## src/inc/cpc_pkg.sv

```systemverilog
// Operation
// - after every shunt conversion group a new current is computed from the shunt scale
// - shunt scale of zero forces the current result to zero
// - current result times current step gives amperes
// - 24-bit power result times 0.2 times current step gives watts
// - eight conversion times, 50 to 4120 microseconds, selectable
// - selectable averaging count; one output per averaging group
// - single range-select bit picks wide or narrow shunt input range
`default_nettype none
package cpc_pkg;
    localparam int          ADDR_W       = 8;
    localparam logic [7:0]  OFS_CONFIG   = 8'h00;
    localparam logic [7:0]  OFS_CAL      = 8'h04;
    localparam logic [7:0]  OFS_VSHUNT   = 8'h08;
    localparam logic [7:0]  OFS_VBUS     = 8'h0C;
    localparam logic [7:0]  OFS_CURRENT  = 8'h10;
    localparam logic [7:0]  OFS_POWER    = 8'h14;
    localparam logic [7:0]  OFS_STATUS   = 8'h18;
    localparam int          CFG_W        = 7;
    localparam int          CFG_RANGE    = 0;
    localparam int          CFG_CONV_LSB = 1;
    localparam int          CFG_AVG_LSB  = 4;
    localparam logic [6:0]  CFG_RST      = 7'h00;
    localparam logic [15:0] CAL_RST      = 16'h0000;
    localparam int          STS_READY    = 0;
    localparam logic [1:0]  RESP_OKAY    = 2'h0;
    localparam logic [1:0]  RESP_SLVERR  = 2'h2;
    localparam int          CLK_MHZ      = 50;
    localparam int unsigned CONV_US [8]  = '{50, 84, 150, 280, 540, 1052,
                                             2074, 4120};
    localparam int unsigned CONV_CYC_DEF [8] = '{
        CONV_US[0] * CLK_MHZ, CONV_US[1] * CLK_MHZ,
        CONV_US[2] * CLK_MHZ, CONV_US[3] * CLK_MHZ,
        CONV_US[4] * CLK_MHZ, CONV_US[5] * CLK_MHZ,
        CONV_US[6] * CLK_MHZ, CONV_US[7] * CLK_MHZ};
    localparam int unsigned AVG_SHIFT [8] = '{0, 2, 4, 6, 7, 8, 9, 10};
    localparam int          CUR_SHIFT    = 12;
    localparam int          PWR_SHIFT    = 6;
    localparam int          PWR_W        = 24;
    localparam int          DIV_W        = 28;

    typedef struct packed {
        logic              awvalid;
        logic [ADDR_W-1:0] awaddr;
        logic              wvalid;
        logic [31:0]       wdata;
        logic [3:0]        wstrb;
        logic              bready;
        logic              arvalid;
        logic [ADDR_W-1:0] araddr;
        logic              rready;
    } cpc_axi_req_t;

    typedef struct packed {
        logic        awready;
        logic        wready;
        logic        bvalid;
        logic [1:0]  bresp;
        logic        arready;
        logic        rvalid;
        logic [31:0] rdata;
        logic [1:0]  rresp;
    } cpc_axi_rsp_t;
endpackage
`default_nettype wire

```

## src/design/cpc_top.sv

```systemverilog
// Added by the designer: the register addresses and register access over AXI4-Lite.
`timescale 1ns/10ps
`default_nettype none
module cpc_top #(
    parameter int unsigned CONV_CYC [8] = cpc_pkg::CONV_CYC_DEF
) (
    input  wire logic                  clk,
    input  wire logic                  rst_b,
    input  wire cpc_pkg::cpc_axi_req_t axi_req,
    output var  cpc_pkg::cpc_axi_rsp_t axi_rsp,
    input  wire logic signed [15:0]    shunt_code,
    input  wire logic        [15:0]    bus_code,
    output logic                       input_range_select,
    output logic                       result_ready
);
    import cpc_pkg::*;

    logic [CFG_W-1:0]  cfg_q;
    logic [15:0]       cal_q;
    logic [15:0]       vshunt_q;
    logic [15:0]       vbus_q;
    logic [15:0]       current_q;
    logic [PWR_W-1:0]  power_q;
    logic              ready_q;
    logic              range_q;
    logic              pulse_q;
    logic [17:0]       conv_cnt_q;
    logic [9:0]        avg_cnt_q;
    logic signed [25:0] sh_acc_q;
    logic [25:0]       bus_acc_q;
    logic              div_start_q;
    logic              neg_q;
    logic              cal_zero_q;
    logic [15:0]       vbus_lat_q;
    logic              aw_have_q;
    logic              w_have_q;
    logic              awready_q;
    logic              wready_q;
    logic [ADDR_W-1:0] awaddr_q;
    logic [31:0]       wdata_q;
    logic [3:0]        wstrb_q;
    logic              bvalid_q;
    logic [1:0]        bresp_q;
    logic              arready_q;
    logic              rvalid_q;
    logic [31:0]       rdata_q;
    logic [1:0]        rresp_q;

    logic [2:0]        conv_sel;
    logic [2:0]        avg_sel;
    logic              conv_done;
    logic              group_done;
    logic [9:0]        avg_last;
    logic signed [25:0] sh_sum;
    logic [25:0]       bus_sum;
    logic signed [25:0] sh_avg;
    logic [25:0]       bus_avg;
    logic [DIV_W-1:0]  quot;
    logic              div_done;
    logic [15:0]       cur_mag;
    logic [15:0]       cur_val;
    logic [31:0]       pwr_prod;
    logic [25:0]       pwr_full;
    logic [PWR_W-1:0]  pwr_val;
    logic              do_write;
    logic              ar_take;
    logic              sts_read;

    assign conv_sel = cfg_q[CFG_CONV_LSB +: 3];
    assign avg_sel  = cfg_q[CFG_AVG_LSB +: 3];

    // conversion timer
    assign conv_done = 32'(conv_cnt_q) >= CONV_CYC[conv_sel] - 32'd1;

    always_ff @(posedge clk or negedge rst_b) begin
        if (!rst_b) begin
            conv_cnt_q <= '0;
        end else if (conv_done) begin
            conv_cnt_q <= '0;
        end else begin
            conv_cnt_q <= conv_cnt_q + 18'd1;
        end
    end

    // averaging of shunt and bus samples
    assign avg_last   = 10'((32'd1 << AVG_SHIFT[avg_sel]) - 32'd1);
    assign group_done = conv_done && (avg_cnt_q >= avg_last);
    assign sh_sum     = sh_acc_q + 26'(shunt_code);
    assign bus_sum    = bus_acc_q + 26'(bus_code);
    assign sh_avg     = sh_sum >>> AVG_SHIFT[avg_sel];
    assign bus_avg    = bus_sum >> AVG_SHIFT[avg_sel];

    always_ff @(posedge clk or negedge rst_b) begin
        if (!rst_b) begin
            avg_cnt_q <= '0;
            sh_acc_q  <= '0;
            bus_acc_q <= '0;
        end else if (group_done) begin
            avg_cnt_q <= '0;
            sh_acc_q  <= '0;
            bus_acc_q <= '0;
        end else if (conv_done) begin
            avg_cnt_q <= avg_cnt_q + 10'd1;
            sh_acc_q  <= sh_sum;
            bus_acc_q <= bus_sum;
        end
    end

    // latch averages and launch the current division
    always_ff @(posedge clk or negedge rst_b) begin
        if (!rst_b) begin
            vshunt_q    <= '0;
            vbus_q      <= '0;
            vbus_lat_q  <= '0;
            div_start_q <= 1'b0;
            neg_q       <= 1'b0;
            cal_zero_q  <= 1'b0;
        end else begin
            div_start_q <= group_done;
            if (group_done) begin
                vshunt_q   <= sh_avg[15:0];
                vbus_q     <= bus_avg[15:0];
                vbus_lat_q <= bus_avg[15:0];
                neg_q      <= sh_avg[15];
                cal_zero_q <= cal_q == 16'h0000;
            end
        end
    end

    // current = shunt * 4096 / scale
    cpc_div #(
        .DW (DIV_W),
        .VW (16)
    ) u_div (
        .clk      (clk),
        .rst_b    (rst_b),
        .start    (div_start_q),
        .dividend ({DIV_W'(vshunt_q[15] ? 16'(-vshunt_q) : vshunt_q)}
                   << CUR_SHIFT),
        .divisor  (cal_q),
        .quot     (quot),
        .done     (div_done)
    );

    // saturate to signed 16 bits; zero scale gives zero
    always_comb begin
        cur_mag = '0;
        cur_val = '0;
        if (cal_zero_q) begin
            cur_mag = 16'h0000;
            cur_val = 16'h0000;
        end else if (neg_q) begin
            cur_mag = (quot > DIV_W'(32768)) ? 16'h8000 : quot[15:0];
            cur_val = 16'(-cur_mag);
        end else begin
            cur_mag = (quot > DIV_W'(32767)) ? 16'h7FFF : quot[15:0];
            cur_val = cur_mag;
        end
    end

    // power = |current| * bus / 64, saturated to 24 bits
    assign pwr_prod = 32'(cur_mag) * 32'(vbus_lat_q);
    assign pwr_full = pwr_prod[PWR_SHIFT +: 26];
    assign pwr_val  = (pwr_full[25:PWR_W] != 2'b00) ? {PWR_W{1'b1}}
                                                    : pwr_full[PWR_W-1:0];

    always_ff @(posedge clk or negedge rst_b) begin
        if (!rst_b) begin
            current_q <= '0;
            power_q   <= '0;
            pulse_q   <= 1'b0;
        end else begin
            pulse_q <= div_done;
            if (div_done) begin
                current_q <= cur_val;
                power_q   <= pwr_val;
            end
        end
    end

    // ready flag: set wins over read clear
    assign sts_read = ar_take && (axi_req.araddr == OFS_STATUS);

    always_ff @(posedge clk or negedge rst_b) begin
        if (!rst_b) begin
            ready_q <= 1'b0;
        end else if (div_done) begin
            ready_q <= 1'b1;
        end else if (sts_read) begin
            ready_q <= 1'b0;
        end
    end

    // write channel
    assign do_write = aw_have_q && w_have_q && !bvalid_q;

    always_ff @(posedge clk or negedge rst_b) begin
        if (!rst_b) begin
            aw_have_q <= 1'b0;
            w_have_q  <= 1'b0;
            awready_q <= 1'b1;
            wready_q  <= 1'b1;
            awaddr_q  <= '0;
            wdata_q   <= '0;
            wstrb_q   <= '0;
            bvalid_q  <= 1'b0;
            bresp_q   <= RESP_OKAY;
        end else begin
            if (axi_req.awvalid && awready_q) begin
                aw_have_q <= 1'b1;
                awready_q <= 1'b0;
                awaddr_q  <= axi_req.awaddr;
            end
            if (axi_req.wvalid && wready_q) begin
                w_have_q <= 1'b1;
                wready_q <= 1'b0;
                wdata_q  <= axi_req.wdata;
                wstrb_q  <= axi_req.wstrb;
            end
            if (do_write) begin
                bvalid_q <= 1'b1;
                bresp_q  <= (awaddr_q == OFS_CONFIG || awaddr_q == OFS_CAL)
                            ? RESP_OKAY : RESP_SLVERR;
            end
            if (bvalid_q && axi_req.bready) begin
                bvalid_q  <= 1'b0;
                aw_have_q <= 1'b0;
                w_have_q  <= 1'b0;
                awready_q <= 1'b1;
                wready_q  <= 1'b1;
            end
        end
    end

    // writable registers
    always_ff @(posedge clk or negedge rst_b) begin
        if (!rst_b) begin
            cfg_q <= CFG_RST;
            cal_q <= CAL_RST;
        end else if (do_write) begin
            if (awaddr_q == OFS_CONFIG && wstrb_q[0]) begin
                cfg_q <= wdata_q[CFG_W-1:0];
            end
            if (awaddr_q == OFS_CAL) begin
                if (wstrb_q[0]) begin
                    cal_q[7:0] <= wdata_q[7:0];
                end
                if (wstrb_q[1]) begin
                    cal_q[15:8] <= wdata_q[15:8];
                end
            end
        end
    end

    // range select drives the analog front end
    always_ff @(posedge clk or negedge rst_b) begin
        if (!rst_b) begin
            range_q <= 1'b0;
        end else begin
            range_q <= cfg_q[CFG_RANGE];
        end
    end

    // read channel
    assign ar_take = axi_req.arvalid && arready_q;

    always_ff @(posedge clk or negedge rst_b) begin
        if (!rst_b) begin
            arready_q <= 1'b1;
            rvalid_q  <= 1'b0;
            rdata_q   <= '0;
            rresp_q   <= RESP_OKAY;
        end else if (ar_take) begin
            arready_q <= 1'b0;
            rvalid_q  <= 1'b1;
            rresp_q   <= RESP_OKAY;
            case (axi_req.araddr)
                OFS_CONFIG:  rdata_q <= 32'(cfg_q);
                OFS_CAL:     rdata_q <= 32'(cal_q);
                OFS_VSHUNT:  rdata_q <= 32'(vshunt_q);
                OFS_VBUS:    rdata_q <= 32'(vbus_q);
                OFS_CURRENT: rdata_q <= 32'(current_q);
                OFS_POWER:   rdata_q <= 32'(power_q);
                OFS_STATUS:  rdata_q <= 32'(ready_q);
                default: begin
                    rdata_q <= '0;
                    rresp_q <= RESP_SLVERR;
                end
            endcase
        end else if (rvalid_q && axi_req.rready) begin
            rvalid_q  <= 1'b0;
            arready_q <= 1'b1;
        end
    end

    assign axi_rsp.awready = awready_q;
    assign axi_rsp.wready  = wready_q;
    assign axi_rsp.bvalid  = bvalid_q;
    assign axi_rsp.bresp   = bresp_q;
    assign axi_rsp.arready = arready_q;
    assign axi_rsp.rvalid  = rvalid_q;
    assign axi_rsp.rdata   = rdata_q;
    assign axi_rsp.rresp   = rresp_q;
    assign input_range_select = range_q;
    assign result_ready       = pulse_q;
endmodule
`default_nettype wire

```

## src/design/cpc_div.sv

```systemverilog
`timescale 1ns/10ps
`default_nettype none
module cpc_div #(
    parameter int DW = 28,
    parameter int VW = 16
) (
    input  wire logic          clk,
    input  wire logic          rst_b,
    input  wire logic          start,
    input  wire logic [DW-1:0] dividend,
    input  wire logic [VW-1:0] divisor,
    output logic      [DW-1:0] quot,
    output logic               done
);
    localparam int CW = $clog2(DW + 1);

    logic [VW-1:0] rem_q;
    logic [DW-1:0] quo_q;
    logic [VW-1:0] dvs_q;
    logic [CW-1:0] cnt_q;
    logic          busy_q;
    logic          done_q;
    logic [VW:0]   trial;
    logic          fits;

    // restoring division, one quotient bit per clock
    assign trial = {rem_q, quo_q[DW-1]};
    assign fits  = trial >= {1'b0, dvs_q};

    always_ff @(posedge clk or negedge rst_b) begin
        if (!rst_b) begin
            rem_q  <= '0;
            quo_q  <= '0;
            dvs_q  <= '0;
            cnt_q  <= '0;
            busy_q <= 1'b0;
            done_q <= 1'b0;
        end else begin
            done_q <= 1'b0;
            if (start && !busy_q) begin
                rem_q  <= '0;
                quo_q  <= dividend;
                dvs_q  <= divisor;
                cnt_q  <= CW'(DW);
                busy_q <= 1'b1;
            end else if (busy_q) begin
                rem_q  <= fits ? VW'(trial - {1'b0, dvs_q}) : trial[VW-1:0];
                quo_q  <= {quo_q[DW-2:0], fits};
                cnt_q  <= cnt_q - CW'(1);
                if (cnt_q == CW'(1)) begin
                    busy_q <= 1'b0;
                    done_q <= 1'b1;
                end
            end
        end
    end

    assign quot = quo_q;
    assign done = done_q;
endmodule
`default_nettype wire

```

## config.mk

```make
export PLATFORM = sky130hd
export DESIGN_NAME = cpc_top
export DESIGN_NICKNAME = d
export VERILOG_FILES = /design/src/inc/cpc_pkg.sv /design/src/design/cpc_top.sv /design/src/design/cpc_div.sv
export SDC_FILE = /design/constraint.sdc
export NUM_CORES = 1
export LEC_CHECK = 0
export ABC_CLOCK_PERIOD_IN_PS = 11400
export BUFFER_PORTS_ARGS = -buffer_cell sky130_fd_sc_hd__buf_2
export CAP_MARGIN = 20
export CELL_PAD_IN_SITES_DETAIL_PLACEMENT = 0
export CELL_PAD_IN_SITES_GLOBAL_PLACEMENT = 1
export CORE_ASPECT_RATIO = 0.7
export CORE_MARGIN = 2
export CORE_UTILIZATION = 49
export CTS_CLUSTER_DIAMETER = 40
export DETAILED_ROUTE_END_ITERATION = 10
export GPL_TIMING_DRIVEN = 0
export PLACE_DENSITY = 0.93
export SLEW_MARGIN = 20
export SYNTH_ARGS = -nofsm -noshare
export SYNTH_HDL_FRONTEND = slang
export SYNTH_HIERARCHICAL = 1
export SYNTH_SLANG_ARGS = --single-unit
```

## constraint.sdc

```tcl
create_clock -name clk -period 11.4 [get_ports clk]
set_input_delay 2.28 -clock clk [delete_from_list [all_inputs] [get_ports clk]]
set_output_delay 2.28 -clock clk [all_outputs]
set_load 0.03 [all_outputs]
```

==> impl_metrics.yaml <==
synthesis:
  synth_top_area_share_pct: 26.3
  synth_xor_area_share_pct: 3.34
  ys.flop_type: "dfrtp_1"
  synth_fa_ha_area_share_pct: 22.1
  syn-cell-area_um2: 28900
  ys_seq_elements: 306
  synth_area_leader_cell: "dfrtp_1"
  synth_cell_type_count: 105
  synth.area.mux_share_pct: 5.12
  synth-simple-area-share_pct: 17.4
  synth_edf_count: 0
  synth_common_cells: "460 x nand2_1, 304 x inv_1, 303 x dfrtp_1, 228 x o21ai_0, 197 x ha_1"
  synth_compound_area_share_pct: 18.7
  synth_top_family_by_area: "adder cells"
  ys_seq_area_share_pct: 26.5
  synth.most_common_cell: "nand2_1"
  synthArstFlopShare_pct: 100
  syn-mean-instance-area_um2: 8.77
  syn_inst: 3290
  ys_top_cells_by_area: "dfrtp_1 26%, fa_1 14%, ha_1 8.5%, nand2_1 6.0%, o21ai_0 4.0%"
  yosys_warnings: 6
sta:
  rsz0062_at_grt: "false"
  finalSetupViolations: 0
  fmax_ghz: 0.104
  finClkSkew_ns: 0.0344
  hold_viol: 0
  period_share_pct: 84.7
  slew_headroom_pct: 11.9
  finalCriticalPeriod_ns: 9.65
  maxSlewViolCount: 0
  tightest_slew_ns: 1.32
  fin_tns_setup_ns: 0
detailed_routing:
  postRouteAntennaNets: 0
  via_per_inst: 6.09
  drc_errors: 0
  drtIter0Drc: 3031
  wl_um: 94900
  firstDrtPassIters: 9
  wl_per_cell_um: 22.3
  num_vias: 25933
final_layout:
  drive_gt1_share_pct: 10.2
  fillerInstances: 5358
  final_nets: 3948
  area_growth_pct: 10.8
  diodes: 0
  final_core_util_pct: 54.9
setup_path:
  cp-start-kind: "flop"
  slowest_stage: "nor2_1"
  worstPathRequired_ns: 11.88
  crit_path_end_kind: "flop"
  rr_worst_depth: 29
  worst_path_most_repeated_cell: "fa_1"
  crit_arrival_ns: 10.13
  worstSetupPathType: "flop to flop"
  cpPeakStageDelay_ns: 0.68
  critPathMaxFanout: 10
place:
  place.gp.congestion: 0.983
  port_buffers: 105
  dp_hpwl_um: 74100
clocking:
  htree_levels: 2
  cts_hold_buf: 0
  cts_resized: 0
  cts.sinks: 306
  cts_buffers: 42
  insertion_delay_ns: 0.59
  clk_pin_slew_worst_paths_ns: 0.06
  cts_setup_buffers: 0
  clock_path_buffers: 3
  cts_tree: "built"
  cts_root_buffer: "clkbuf_16"
worst_hold_path:
  min_path_type: "flop to flop"
  whs_path_depth: 2
grt:
  grt_max_degree: 96
  grt_use_total_pct: 31.2
  grt_pass1_wl_um: 148000
  overflow: 0
  antenna_found_initial: 1
  grt_pass1_vias: 24913
power_and_ir_drop:
  power_density_nw_per_um2: 101
  power_leakage_nw: 15.1
  ir_worst_vdd_v: 0.000131
die:
  ios: 134
  die_w_um: 294
  core_um2: 58200
  start_util_pct: 49.6
  die_h_um: 207
  die-area_um2: 60900
  rows: 74
job:
  maxCapViolations: 0
status:
  outcome: "finished clean"
## final cells by class
cell class / instances / area, um2 / share of cell area (%)
multi-input cells: 2519 / 19400 / 60.5
flip-flops and latches: 306 / 7660 / 24.0
inverters: 311 / 1170 / 3.65
clock buffers: 51 / 1140 / 3.58
well taps: 760 / 951 / 2.97
plain buffers: 175 / 781 / 2.44
repair buffers: 109 / 626 / 1.96
clock inverters: 27 / 304 / 0.951
## critical path, delay by kind of cell, from the launching register on
kind / cells / cell delay (ns)
AOI/OAI and AO/OA: 8 / 1.73
muxes: 1 / 0.51
buffers and inverters: 5 / 0.93
DFF: 1 / 0.52
and+or+nand+nor: 8 / 2.43
adders and majority gates: 7 / 3.41
## worst paths after layout
path,startpoint,to,slack [ns]
worst min-delay path,sh_acc_q[14],sh_acc_q[14],0.47
min in group asynchronous,rst_b,sh_acc_q[14],1.62
worst min register to register,sh_acc_q[14],sh_acc_q[14],0.47
worst max-delay path,u_div/quot[3],power_q[13],1.75
max in group asynchronous,rst_b,awready_q,8.56
worst max register to register,u_div/quot[3],power_q[13],1.75
## flip-flops by register name, indices dropped and copies added (netlist names), 10 cells and up
name / flops
current_q: 16
u_div/dvs_q: 16
cal_q: 16
avg_cnt_q: 10
rdata_q: 24
wdata_q: 16
power_q: 24
bus_acc_q: 26
u_div/quot: 28
u_div/rem_q: 16
vshunt_q: 16
sh_acc_q: 26
conv_cnt_q: 18
vbus_lat_q: 16
## where the power goes
part / internal [W] / switching [W] / total, W / leakage [nW]
Sequential: 0.00116 / 0.0000685 / 0.00122 / 3.85
Clock: 0.000788 / 0.000584 / 0.00137 / 0.710
Combinational: 0.000236 / 0.000413 / 0.000649 / 10.5
## logic make-up after synthesis
| family | Yosys count |
|---|---|
| AND/OR/NAND/NOR | 1054 |
| other | 2 |
| XOR/XNOR | 110 |
| AO/OA/AOI/OAI | 802 |
| multiplexers | 137 |
| buffers and inverters | 486 |
| adder cells (fa/ha/maj) | 393 |
| flip-flops | 306 |
## routing by layer
layer	GRT usage, %	wire length (um)
met2	42.3	37500
met4	6.16	1890
met5	0	11
met1	48.3	43200
met3	9.91	12300
## per-stage QoR
| stage | hold slack, ns | std cells | worst slack [ns] | total power, W | cell area (um2) |
|---|---|---|---|---|---|
| final | 0.472 | 4258 | 1.75 | 0.00324 | 32000 |
| after global routing | 0.487 | 4258 | 1.34 | 0.00336 | 32000 |
| after CTS | 0.479 | 4258 | 1.92 | 0.00323 | 32000 |
| after detailed placement | 0.462 | 4180 | 1.97 | 0.00186 | 30500 |
| after global placement | 0.453 | 4176 | 1.90 | 0.00185 | 30400 |
| after floorplan | 0.371 | 3311 | 3.49 | 0.00163 | 28900 |
## placed cells by master (no fill, tap or decap), drive strengths merged, types with 17 or more instances in the layout
master	instances
xor2	50
o22a	25
clkbuf	179
fa	196
clkinv	17
nand2	463
a22o	24
or3	20
nor2b	23
o211ai	23
nand3	66
nand4	17
a31oi	25
xnor2	60
ha	197
inv	316
o21ai	240
nor4	21
and2	134
mux2i	69
a21oi	167
nor3	44
mux2	66
a21o	41
conb	23
nand2b	20
o31ai	28
and3	26
a211oi	33
buf	156
nor2	176
dfrtp	303
Note: power is estimated with default switching activity, not from simulation.
